===== config.mk =====
export PLATFORM = sky130hd
export DESIGN_NAME = duty_msg
export DESIGN_NICKNAME = d
export VERILOG_FILES = /design/src/inc/duty_msg_pkg.sv /design/src/rtl/duty_msg.sv
export SDC_FILE = /design/constraint.sdc
export NUM_CORES = 1
export LEC_CHECK = 0
export ABC_AREA = 1
export BUFFER_PORTS_ARGS = -buffer_cell sky130_fd_sc_hd__buf_2
export CORE_MARGIN = 2
export CORE_UTILIZATION = 25
export DETAILED_ROUTE_END_ITERATION = 8
export GPL_TIMING_DRIVEN = 0
export REMOVE_ABC_BUFFERS = 1
export SETUP_SLACK_MARGIN = 0.02
export SYNTH_ARGS = -nofsm -noshare
export SYNTH_HDL_FRONTEND = slang
export SYNTH_SLANG_ARGS = --single-unit
export TNS_END_PERCENT = 5

===== constraint.sdc =====
create_clock -name clk -period 10.1 [get_ports clk]
set_clock_uncertainty 0.15 [all_clocks]
set_input_delay 2.02 -clock clk [delete_from_list [all_inputs] [get_ports clk]]
set_output_delay 2.02 -clock clk [all_outputs]
set_load 0.02 [all_outputs]

===== src/inc/duty_msg_pkg.sv =====
// Constants, field layouts and frame carriers for the duty cycle message block.
// Assumes a 32-bit serial command frame, most significant bit first.
package duty_msg_pkg;

	// ---------------------------------------------
	// Sizes and codes
	// ---------------------------------------------
	localparam int          NUM_CH       = 8;
	localparam int          CH_W         = 3;
	localparam int          DUTY_W       = 19;
	localparam int          READ_W       = 21;
	localparam int          N_W          = 14;
	localparam int          M_W          = 10;
	localparam int          CNT_W        = 24;
	localparam logic [3:0]  MSG_DUTY     = 4'h8;
	localparam logic [5:0]  FRAME_BITS   = 6'h20;
	localparam logic [5:0]  BITS_MAX     = 6'h3F;
	localparam logic [4:0]  DIRECT_SCALE = 5'h00;   // Appended zeros give N times 32
	localparam logic [18:0] DUTY_RESET   = 19'h00000;
	localparam logic [20:0] READ_MASK    = 21'h1FE7FF; // Clears bits 12 and 11

	// ---------------------------------------------
	// Frame carriers
	// ---------------------------------------------
	typedef struct packed {
		logic              rw;
		logic [3:0]        message_identifier;
		logic [CH_W-1:0]   output_selector;
		logic [4:0]        unused;
		logic [DUTY_W-1:0] duty;
	} cmd_frame_t;

	typedef struct packed {
		logic              zero;
		logic [3:0]        message_identifier;
		logic [CH_W-1:0]   output_selector;
		logic [2:0]        pad;
		logic [READ_W-1:0] duty;
	} reply_frame_t;

	typedef enum logic [2:0] {
		ST_IDLE  = 3'b001,
		ST_SHIFT = 3'b010,
		ST_DONE  = 3'b100
	} link_state_t;

endpackage


===== src/rtl/duty_msg.sv =====
// Duty cycle message handler with per-channel PWM outputs.
// Assumes a mode-0 serial host; sclk, cs_n and mosi are asynchronous pins.
// Mode, period factors and regulator duty come from logic on clk.
`timescale 1ns/1ps
`default_nettype none

module duty_msg (
	// Clock and reset
	input  wire logic                                            clk,
	input  wire logic                                            rst,
	// Serial link pins
	input  wire logic                                            sclk,
	input  wire logic                                            cs_n,
	input  wire logic                                            mosi,
	output logic                                                 miso,
	output logic                                                 miso_oe_n,
	// Channel configuration
	input  wire logic [duty_msg_pkg::NUM_CH-1:0]                 direct_mode,
	input  wire logic [duty_msg_pkg::N_W-1:0]                    period_n,
	input  wire logic [duty_msg_pkg::M_W-1:0]                    period_m,
	input  wire logic [duty_msg_pkg::NUM_CH-1:0][duty_msg_pkg::READ_W-1:0] regulator_duty,
	// Channel outputs
	output logic [duty_msg_pkg::NUM_CH-1:0]                      pwm_out
);

	// ---------------------------------------------
	// Pin synchronisers
	// ---------------------------------------------
	logic [2:0] sclk_q_r;
	logic [2:0] cs_q_r;
	logic [1:0] mosi_q_r;

	// Stage one feeds stage two only; stage three gives edge history
	always_ff @(posedge clk or posedge rst) begin
		if (rst) begin
			sclk_q_r <= 3'h0;
			cs_q_r   <= 3'h7;
			mosi_q_r <= 2'h0;
		end else begin
			sclk_q_r <= {sclk_q_r[1:0], sclk};
			cs_q_r   <= {cs_q_r[1:0], cs_n};
			mosi_q_r <= {mosi_q_r[0], mosi};
		end
	end

	logic sclk_rise;
	logic sclk_fall;
	logic sel;
	assign sclk_rise = sclk_q_r[1] & ~sclk_q_r[2];
	assign sclk_fall = ~sclk_q_r[1] & sclk_q_r[2];
	assign sel       = ~cs_q_r[1];

	// ---------------------------------------------
	// Frame engine and duty storage
	// ---------------------------------------------
	duty_msg_pkg::link_state_t                        state_r, state_nxt;
	logic [5:0]                                       bits_r, bits_nxt;
	logic [31:0]                                      rx_r, rx_nxt;
	logic [31:0]                                      tx_r, tx_nxt;
	logic                                             miso_r, miso_nxt;
	logic                                             oe_n_r, oe_n_nxt;
	logic [duty_msg_pkg::NUM_CH-1:0][duty_msg_pkg::DUTY_W-1:0] duty_r, duty_nxt;

	duty_msg_pkg::cmd_frame_t                         cmd;
	duty_msg_pkg::reply_frame_t                       rep;
	logic [duty_msg_pkg::DUTY_W-1:0]                  stored;

	// Next values of the frame engine
	always_comb begin
		state_nxt = state_r;
		bits_nxt  = bits_r;
		rx_nxt    = rx_r;
		tx_nxt    = tx_r;
		miso_nxt  = miso_r;
		oe_n_nxt  = oe_n_r;
		duty_nxt  = duty_r;
		cmd       = duty_msg_pkg::cmd_frame_t'(rx_r);
		rep       = '0;
		stored    = duty_r[cmd.output_selector];
		case (state_r)
			duty_msg_pkg::ST_IDLE: begin
				oe_n_nxt = 1'b1;
				if (sel) begin
					state_nxt = duty_msg_pkg::ST_SHIFT;
					bits_nxt  = 6'h00;
					miso_nxt  = tx_r[31];
					oe_n_nxt  = 1'b0;
				end
			end
			duty_msg_pkg::ST_SHIFT: begin
				if (!sel) begin
					oe_n_nxt = 1'b1;
					if (bits_r == duty_msg_pkg::FRAME_BITS) begin
						state_nxt = duty_msg_pkg::ST_DONE;
					end else begin
						state_nxt = duty_msg_pkg::ST_IDLE;
						tx_nxt    = 32'h00000000; // Broken frame: next reply is empty
					end
				end else if (sclk_rise) begin
					rx_nxt = {rx_r[30:0], mosi_q_r[1]};
					if (bits_r != duty_msg_pkg::BITS_MAX) begin
						bits_nxt = bits_r + 6'h01;
					end
				end else if (sclk_fall) begin
					tx_nxt   = {tx_r[30:0], 1'b0};
					miso_nxt = tx_r[30];
				end
			end
			duty_msg_pkg::ST_DONE: begin
				state_nxt = duty_msg_pkg::ST_IDLE;
				tx_nxt    = 32'h00000000;
				if (cmd.message_identifier == duty_msg_pkg::MSG_DUTY) begin
					if (cmd.rw) begin
						// Stored in either mode; only direct mode uses it
						duty_nxt[cmd.output_selector] = cmd.duty;
						stored = cmd.duty;
					end
					rep.zero               = 1'b0;
					rep.message_identifier = cmd.message_identifier;
					rep.output_selector    = cmd.output_selector;
					rep.pad                = 3'h0;
					if (direct_mode[cmd.output_selector]) begin
						rep.duty = {2'h0, stored} & duty_msg_pkg::READ_MASK;
					end else begin
						rep.duty = regulator_duty[cmd.output_selector];
					end
					tx_nxt = rep;
				end
			end
			default: begin
				state_nxt = duty_msg_pkg::ST_IDLE;
			end
		endcase
	end

	// Frame engine registers
	always_ff @(posedge clk or posedge rst) begin
		if (rst) begin
			state_r <= duty_msg_pkg::ST_IDLE;
			bits_r  <= 6'h00;
			rx_r    <= 32'h00000000;
			tx_r    <= 32'h00000000;
			miso_r  <= 1'b0;
			oe_n_r  <= 1'b1;
			duty_r  <= {duty_msg_pkg::NUM_CH{duty_msg_pkg::DUTY_RESET}};
		end else begin
			state_r <= state_nxt;
			bits_r  <= bits_nxt;
			rx_r    <= rx_nxt;
			tx_r    <= tx_nxt;
			miso_r  <= miso_nxt;
			oe_n_r  <= oe_n_nxt;
			duty_r  <= duty_nxt;
		end
	end

	assign miso      = miso_r;
	assign miso_oe_n = oe_n_r;

	// ---------------------------------------------
	// PWM period counters and outputs
	// ---------------------------------------------
	// Wraps to zero at limit minus one; a zero limit holds at zero
	function automatic logic [duty_msg_pkg::CNT_W-1:0] next_count(
		input logic [duty_msg_pkg::CNT_W-1:0] cnt,
		input logic [duty_msg_pkg::CNT_W-1:0] limit
	);
		logic [duty_msg_pkg::CNT_W:0] inc;
		inc = {1'b0, cnt} + 25'h0000001;
		if (inc >= {1'b0, limit}) begin
			next_count = '0;
		end else begin
			next_count = inc[duty_msg_pkg::CNT_W-1:0];
		end
	endfunction

	logic [duty_msg_pkg::CNT_W-1:0] lim_direct;
	logic [duty_msg_pkg::CNT_W-1:0] lim_reg;
	logic [duty_msg_pkg::CNT_W-1:0] cnt_direct_r, cnt_direct_nxt;
	logic [duty_msg_pkg::CNT_W-1:0] cnt_reg_r, cnt_reg_nxt;
	logic [duty_msg_pkg::NUM_CH-1:0] pwm_r, pwm_nxt;

	assign lim_direct = {5'h00, period_n, duty_msg_pkg::DIRECT_SCALE};
	assign lim_reg    = period_n * period_m;

	// Duty compares above the running count; a nonzero duty at or past the limit stays on
	always_comb begin
		cnt_direct_nxt = next_count(cnt_direct_r, lim_direct);
		cnt_reg_nxt    = next_count(cnt_reg_r, lim_reg);
		for (int c = 0; c < duty_msg_pkg::NUM_CH; c++) begin
			if (direct_mode[c]) begin
				pwm_nxt[c] = {5'h00, duty_r[c]} > cnt_direct_r;
			end else begin
				pwm_nxt[c] = {3'h0, regulator_duty[c]} > cnt_reg_r;
			end
		end
	end

	// PWM registers
	always_ff @(posedge clk or posedge rst) begin
		if (rst) begin
			cnt_direct_r <= '0;
			cnt_reg_r    <= '0;
			pwm_r        <= '0;
		end else begin
			cnt_direct_r <= cnt_direct_nxt;
			cnt_reg_r    <= cnt_reg_nxt;
			pwm_r        <= pwm_nxt;
		end
	end

	assign pwm_out = pwm_r;

	// Saturation and regulator tracking, watched on every channel
	for (genvar c = 0; c < duty_msg_pkg::NUM_CH; c++) begin : g_output_selector_chk

	end
endmodule // duty_msg

`default_nettype wire


# Word level (Yosys, flattened, before mapping)
# Cells that the tools add are included.
[word_totals] word_cells=119 in_bits=205 reg_bits=290 out_inout_bits=10
[op_classes] n_bitwise=5 muxes=44 n_mul=1 n_reduce_logical=10 addsub=3 magnitude_cmp=20 eq_ne=16
[ops] op="$gt A19 B24 Y1" n=8
[ops] op="$gt A21 B24 Y1" n=8
[ops] op="$bwmux W152" n=1
[ops] op="$mux W32" n=4
[ops] op="$pmux W32 S2" n=1
[ops] op="$bmux W21 S3" n=1
[ops] op="$bmux W19 S3" n=1
[ops] op="$demux W19 S3" n=1
[ops] op="$mux W19" n=3
[ops] op="$add A24 B1 Y25 const B" n=2
[ops] op="$mux W24" n=2
[ops] op="$mux W21" n=2
[ops] op="$mux W31" n=1
[ops] op="$ge A25 B19 Y1" n=1
[ops] op="$ge A25 B24 Y1" n=1
[ops] op="$mul A14 B10 Y24" n=1
[ops] op="$mux W6" n=4
[ops] op="$mux W1" n=15
[ops] op="$ne A2 B2 Y1 const B" n=7
[ops] op="$pmux W6 S2" n=1
[ops] op="$reduce_and A5 Y1" n=2
[ops] op="$mux W3" n=3
[ops] op="$ne A3 B3 Y1 const B" n=3
[ops] op="$add A6 B1 Y6 const B" n=1
[ops] op="18 further kinds" n=25

# Logic depth before layout (Yosys ltp)
# Gate-level depths: netlist of run 1.
[depth] depth_word=6 depth_mapped=33

# Worst setup path before layout of run 1
# Ideal clock, no wire load.
[synth_timing] kind="input -> register" from="input port period_n[4] (netlist bit)" to="register cnt_reg_r[3] (netlist bit)" slack_ns=2.414 setup_ns=0.123 path_buffers=2 required_time_ns=9.827 stages=29 t_arrival_ns=7.413 path_cell_list="clkbuf_1 -> nand2_1 -> fa_1 -> inv_1 -> fa_1 -> fa_1 -> fa_1 -> inv_1 -> fa_1 -> inv_1 -> ha_1 -> a21oi_1 -> o21ai_0 -> a21oi_1 -> o21ai_0 -> nand2_1 -> nand2_1 -> xnor2_1 -> ha_1 -> nand2_1 -> nor3_1 -> nand4_1 -> nand2_1 -> nand2_1 -> nand2_1 -> nor2_1 -> nand2_2 -> buf_6 -> nor2_2"
[synth_via] elab_chain_len=3
[synth_rtl] element="from (decl)" line_no="duty_msg.sv:19" text="input wire logic [duty_msg_pkg::N_W-1:0] period_n,"
[synth_rtl] element="$mul A14 B10 Y24" line_no="duty_msg.sv:184" text="assign lim_reg = period_n * period_m;"
[synth_rtl] element="$ge A25 B24 Y1" line_no="duty_msg.sv:170" text="if (inc >= {1'b0, limit}) begin"
[synth_rtl] element="$mux W24" line_no="duty_msg.sv:170"
[synth_rtl] element="via cnt_reg_nxt (one bit)" line_no="duty_msg.sv:180" text="logic [duty_msg_pkg::CNT_W-1:0] cnt_reg_r, cnt_reg_nxt;"
[synth_rtl] element="to (signal assigned)" line_no="duty_msg.sv:207" text="cnt_reg_r <= cnt_reg_nxt;"
[synth_rtl] element="to (decl)" line_no="duty_msg.sv:180"
# The timed path passes the listed nets, and every way through them passes these cells.
# A chain may end at the register's enable or synchronous reset.

# Worst setup path after layout of run 1
[layout_timing] from="input port period_m[3] (netlist bit)" to="register cnt_reg_r[13] (netlist bit)"
[layout_via] elab_chain_len=3
[layout_rtl] element="from (decl)" line_no="duty_msg.sv:20" text="input wire logic [duty_msg_pkg::M_W-1:0] period_m,"
[layout_rtl] element="$mul A14 B10 Y24" line_no="duty_msg.sv:184"
[layout_rtl] element="$ge A25 B24 Y1" line_no="duty_msg.sv:170"
[layout_rtl] element="$mux W24" line_no="duty_msg.sv:170"
[layout_rtl] element="via cnt_reg_nxt (one bit)" line_no="duty_msg.sv:180"
# The timed path passes the listed nets, and every way through them passes these cells.

==> results.cfg, run 1 <==
[timing]
worst_pin_slew_ps = 1350
hold_viol = 0
slew_headroom_pct = 9.73
setup_viol = 0
tns_ps = 0
setup_slack_ps = 2050
fmax_mhz = 124
period_share_pct = 79.7
finalMaxSlewViolations = 0
rsz0062_at_grt = no
holdWs_ps = 199
min_period_ps = 8050

[worst_setup_path]
slowest_stage = fa_1
path_class = primary input to register
timing.rr.end = cnt_reg_r[13]
cp.arrival_ps = 8300
worstSetupPathDepth = 30
critPathRequiredTime_ps = 10350
rr_startpoint = cnt_reg_r[0]
path_max_fanout = 24
slowest_delay_ps = 530
critPathCaptureType = register
crit_buf_inv = 6
rrSetupSlack_ps = 5670
cp_top_family = adder cells
critPathLaunchType = primary input
ff2ff_path_depth = 17
crit_top_cell = nand2_1

[hold_path]
hold_depth = 0
holdPathEnd = mosi_q_r[1]
hp-class = register to register
worstHoldStart = mosi_q_r[0]

[logic_synthesis]
syn_area_per_cell_um2 = 7.51
yosysWarnings = 0
synth_cell_types = 55
synth_ff_type = dfrtp_1
synth_cells = 3718
ys_ff_latch = 290
synth_edf_count = 0
syn_area_mm2 = 0.0279
synthArstFlopShare_pct = 100
seq_area_frac_synth_pct = 26.0

[route]
drt_iter0_drc = 1972
drt-total-wl_um = 99700
ant_nets = 0
post_drt_wl_per_cell_um = 18.6
drt-pass1-iter-count = 6
viasPerCell = 4.87
vias = 26115
drcViolationCount = 0

[floorplanning]
initial_core_util_pct = 25.2
dieArea_mm2 = 0.114
die_h_um = 338
io_pins = 215
die_x_um = 338
core_mm2 = 0.111
core.rowCount = 122

[cts]
cts_setup_buffers = 0
numCtsBuffers = 34
cts_tree = done
holdBufCountCts = 0
ctsResizeCount = 0
clkLatencyLatePin_ps = 570
cts_htree_levels = 2
cts_sinks = 290
clk_path_buf_depth = 3
path_clk_slew_ps = 60
clockRootBuffer = clkbuf_16

[global_route]
grt-busiest-layer = met2
overflow = 0
grt_pass1_vias = 25486
grtUsageTotal_pct = 17.2
grt_pass1_wl_um = 153000
grt_start_max_net_pins = 123
gr-usage-met3_pct = 3.31
antenna_found_initial = 21
grt_use_met2_pct = 28.2
met1_usage_pct = 22.4

[pwr]
power.density_mw_per_mm2 = 163
ir_worst_vdd_mv = 0.147
p_leak_nw = 15.6

[cells_and_area]
area_growth_pct = 12.7
final_util_pct = 28.4
nets = 4563
finalNonFillerCells = 5365
drive_gt1_share_pct = 9.67

[status]
status = finished clean

[place]
port_buffers = 214
place_inst = 5295
pre_cts_slack_ps = 1410
dpl.hpwl_um = 78200
gp_routability_congestion = 0.948

[job]
drv_cap = 0
-- cells in the final DEF (no fill, tap or decap), drive strengths merged, types with 19 or more instances in the layout --
cell,Yosys,final
nand3,105,105
xor2,36,36
nor3,47,47
nor2,431,431
nand2,774,774
dfrtp,286,286
ha,421,421
o21ai,498,498
fa,94,94
nor4,19,19
a21oi,274,274
clkbuf,66,47
buf,71,222
inv,436,437
o22ai,22,22
nand4,59,59
-- sequential cells by signal, summed over array words and instances, names as in the netlist --
register / flops
tx_r: 32
duty_r: 152
miso_oe_n: 1
sclk_q_r: 3
mosi_q_r: 2
cnt_reg_r: 24
pwm_out: 8
miso: 1
bits_r: 6
state_r: 3
cs_q_r: 2
cnt_direct_r: 24
cmd: 32
-- how the worst max path moves through the flow --
stage	startpoint	to	slack, ps
6_report	period_m[3]	cnt_reg_r[13]	2050
5_1_grt	period_m[1]	cnt_reg_r[23]	1510
4_1_cts	period_m[6]	cnt_reg_r[13]	1990
3_5_place_dp	period_m[6]	cnt_reg_r[13]	1410
3_3_place_gp	rst	cnt_reg_r[20]	-3980
2_1_floorplan	rst	bits_r[0]	-70
-- worst reg2reg max path, cell delays in order, from the launching register on --
cell     delay (ps)
dfrtp_1         860
ha_1            350
nand4_2         180
nor3_4          270
nand4_1         250
nor2_1          180
xor2_1          330
inv_1           100
ha_1            300
nand2_1          50
nor3_1          260
nand4_1         150
nand2_1          80
nand2_1          40
nand2_1          50
nor2_1           40
nand2_2         530
nor2_1          110
-- cells in the mapped netlist, types with 10 or more instances --
master	number	share of area (%)
nand2_1	768	10
inv_1	428	5.8
ha_1	421	19
nor2_1	392	5.3
o21ai_0	378	6.8
dfrtp_1	286	26
a21oi_1	274	4.9
o21ai_1	100	1.8
fa_1	94	6.7
nand3_1	94	1.7
clkbuf_1	66	0.89
nand4_1	57	1.3
nor3_1	43	0.77
xor2_1	36	1.1
buf_2	30	0.54
buf_6	26	1.0
nor2_2	23	0.52
o22ai_1	22	0.49
o21ai_2	20	0.63
nor4_1	19	0.43
o211ai_1	16	0.43
nor2_4	14	0.56
buf_4	13	0.35
nand3_2	10	0.36
-- cells by family (layout without fill, tap and decap cells) --
logic type / after synthesis / count (layout) / share of synthesized area, %
AO/OA/AOI/OAI: 842 / 842 / 15.9
XOR/XNOR: 45 / 45 / 1.41
adder cells (fa/ha/maj): 515 / 515 / 25.6
buffers and inverters: 574 / 719 / 8.78
flip-flops: 290 / 290 / 26.0
other: 1 / 15 / 0.0134
AND/OR/NAND/NOR: 1451 / 1451 / 22.2
-- cell type report --
class / instances / area (µm²)
Clock buffer: 47 / 981
Timing Repair Buffer: 222 / 1260
Fill cell: 12090 / 79200
Tap cell: 1488 / 1860
Sequential cell: 290 / 7270
Multi-Input combinational cell: 2858 / 18200
Antenna cell: 10 / 25.0
Clock inverter: 13 / 176
Inverter: 437 / 1660
-- stage by stage --
| step | power, W | cell area (µm²) |
|---|---|---|
| floorplan | 0.00307 | 27100 |
| global placement | 0.00381 | 30000 |
| detailed placement | 0.00383 | 30300 |
| CTS | 0.00516 | 31400 |
| global route | 0.00557 | 31400 |
| finish | 0.00513 | 31400 |
-- report_power, final --
group	leakage [nW]	internal, W	switching (W)	total [W]
Combinational	11.1	0.000877	0.00162	0.00250
Clock	0.566	0.000763	0.000543	0.00131
Sequential	3.92	0.00123	0.0000933	0.00133
Total	15.6	0.00287	0.00226	0.00513
-- metal layers --
metal  vias to the layer above  wire (µm)
met4                        24       4060
met3                       200       7330
met5                         -        139
met2                       869      44900
met1                     12416      43200
li1                      12606          -
Power figures use the tool's default switching activity.
==> run 2, diff against run 1 <==
- clock period: 10.1 -> 7.7 ns (I/O delays scaled with it)
==> results.cfg, run 2 (synthesis gave the netlist of run 1 again) <==
[global_route]
grt_start_max_net_pins = 123
grtUsageTotal_pct = 17.2
grt_pass1_vias = 25486
grt_pass1_wl_um = 153000
overflow = 0
antenna_found_initial = 21

[cts]
cts_sinks = 290
clockRootBuffer = clkbuf_16
clk_path_buf_depth = 3
clkLatencyLatePin_ps = 570
cts_tree = done
path_clk_slew_ps = 70
numCtsBuffers = 34
holdBufCountCts = 0
ctsResizeCount = 0
cts_htree_levels = 2
cts_setup_buffers = 0

[route]
drt_iter0_drc = 1986
ant_nets = 0
drcViolationCount = 0
vias = 26148
viasPerCell = 4.88
drt-total-wl_um = 99700
post_drt_wl_per_cell_um = 18.6
drt-pass1-iter-count = 6

[floorplanning]
io_pins = 215
core_mm2 = 0.111
initial_core_util_pct = 25.2
die_h_um = 338
core.rowCount = 122
dieArea_mm2 = 0.114
die_x_um = 338

[timing]
setup_viol = 0
finalMaxSlewViolations = 0
min_period_ps = 7250
tns_ps = 0
worst_pin_slew_ps = 1350
period_share_pct = 94.2
hold_viol = 0
setup_slack_ps = 446
rsz0062_at_grt = no
fmax_mhz = 138
slew_headroom_pct = 9.84

[pwr]
p_total_w = 0.00673
power.density_mw_per_mm2 = 214
ir_worst_vdd_mv = 0.193
p_leak_nw = 15.6

[worst_setup_path]
crit_top_cell = nand2_1
slowest_delay_ps = 530
path_max_fanout = 14
critPathCaptureType = register
slowest_stage = fa_1
critPathRequiredTime_ps = 7960
path_class = primary input to register
critPathLaunchType = primary input
cp.arrival_ps = 7510

[cells_and_area]
area_growth_pct = 12.7
mostFrequentLayoutCell = nand2_1
drive_gt1_share_pct = 9.72
nets = 4564
largest_register = duty_r
mostFrequentLayoutCells = 767 x nand2_1, 427 x inv_1, 421 x ha_1, 391 x nor2_1, 378 x o21ai_0
final_cell_area_mm2 = 0.0314
finalNonFillerCells = 5362
largest_reg_flops = 152

[place]
port_buffers = 214
dpl_cell_area_mm2 = 0.0303
gp_routability_congestion = 0.948
place_inst = 5295
dpl.hpwl_um = 78200
pre_cts_slack_ps = -511

[status]
status = finished clean

[job]
drv_cap = 0

[hold_path]
hp-class = register to register
==> run 2: changes by cell type in the layout (fill, tap and decap cells not counted) <==
| cell | previous run | this run |
|---|---|---|
| diode_2 | 10 | 6 |
| nand2_4 | 2 | 4 |
| a21boi_0 | 6 | 5 |
| a21boi_1 | 0 | 1 |
| nand2_2 | 5 | 4 |
| nor2_1 | 392 | 391 |
| nor2_2 | 22 | 23 |
==> run 2: worst max-delay path: cells and delay by family <==
| family | cells | cell delay [ps] |
|---|---|---|
| AO/OA/AOI/OAI | 4 | 750 |
| XOR/XNOR | 1 | 160 |
| adder cells (fa/ha/maj) | 7 | 3120 |
| buffers and inverters | 6 | 590 |
| AND/OR/NAND/NOR | 12 | 1300 |
==> run 2: where the power goes <==
part	internal (W)	leakage (nW)	switching (W)
clock network	0.00100	0.566	0.000708
registers	0.00162	3.92	0.000122
logic	0.00115	11.1	0.00213
==> run 2: worst paths after layout <==
| path | from | endpoint | slack, ps | depth (start not counted) |
|---|---|---|---|---|
| max | period_m[3] | cnt_reg_r[0] | 450 | 30 |
| min reg2reg | mosi_q_r[0] | mosi_q_r[1] | 200 | 0 |
| min | mosi_q_r[0] | mosi_q_r[1] | 200 | 0 |
| max in group asynchronous | rst | cnt_direct_r[10] | 5410 | 3 |
| min in group asynchronous | rst | bits_r[3] | 860 | 2 |
| max reg2reg | cnt_reg_r[0] | cnt_reg_r[0] | 3580 | 17 |
==> run 2: final cells by class <==
cell class / count / area, µm²
multi-input combinational: 2859 / 18200
tap: 1488 / 1860
timing repair buffer: 222 / 1260
fill: 12087 / 79200
inverter: 437 / 1660
clock inverter: 13 / 176
sequential: 290 / 7270
antenna: 6 / 15.0
clock buffer: 47 / 981
==> run 2: per-stage QoR <==
stage	utilization (%)	hold slack (ps)
after detailed placement	27.3	193
after CTS	28.4	201
after global routing	28.4	206
after global placement	27.1	189
after floorplan	-	181
final	28.4	199
==> run 2: routing by layer <==
metal  vias up  GRT usage [%]  wire length [µm]
li1      12593              -                 -
met1     12483           22.4             43200
met2       856           28.2             45300
met3       190           3.31              7210
met4        26           6.56              3840
met5         -              0               149
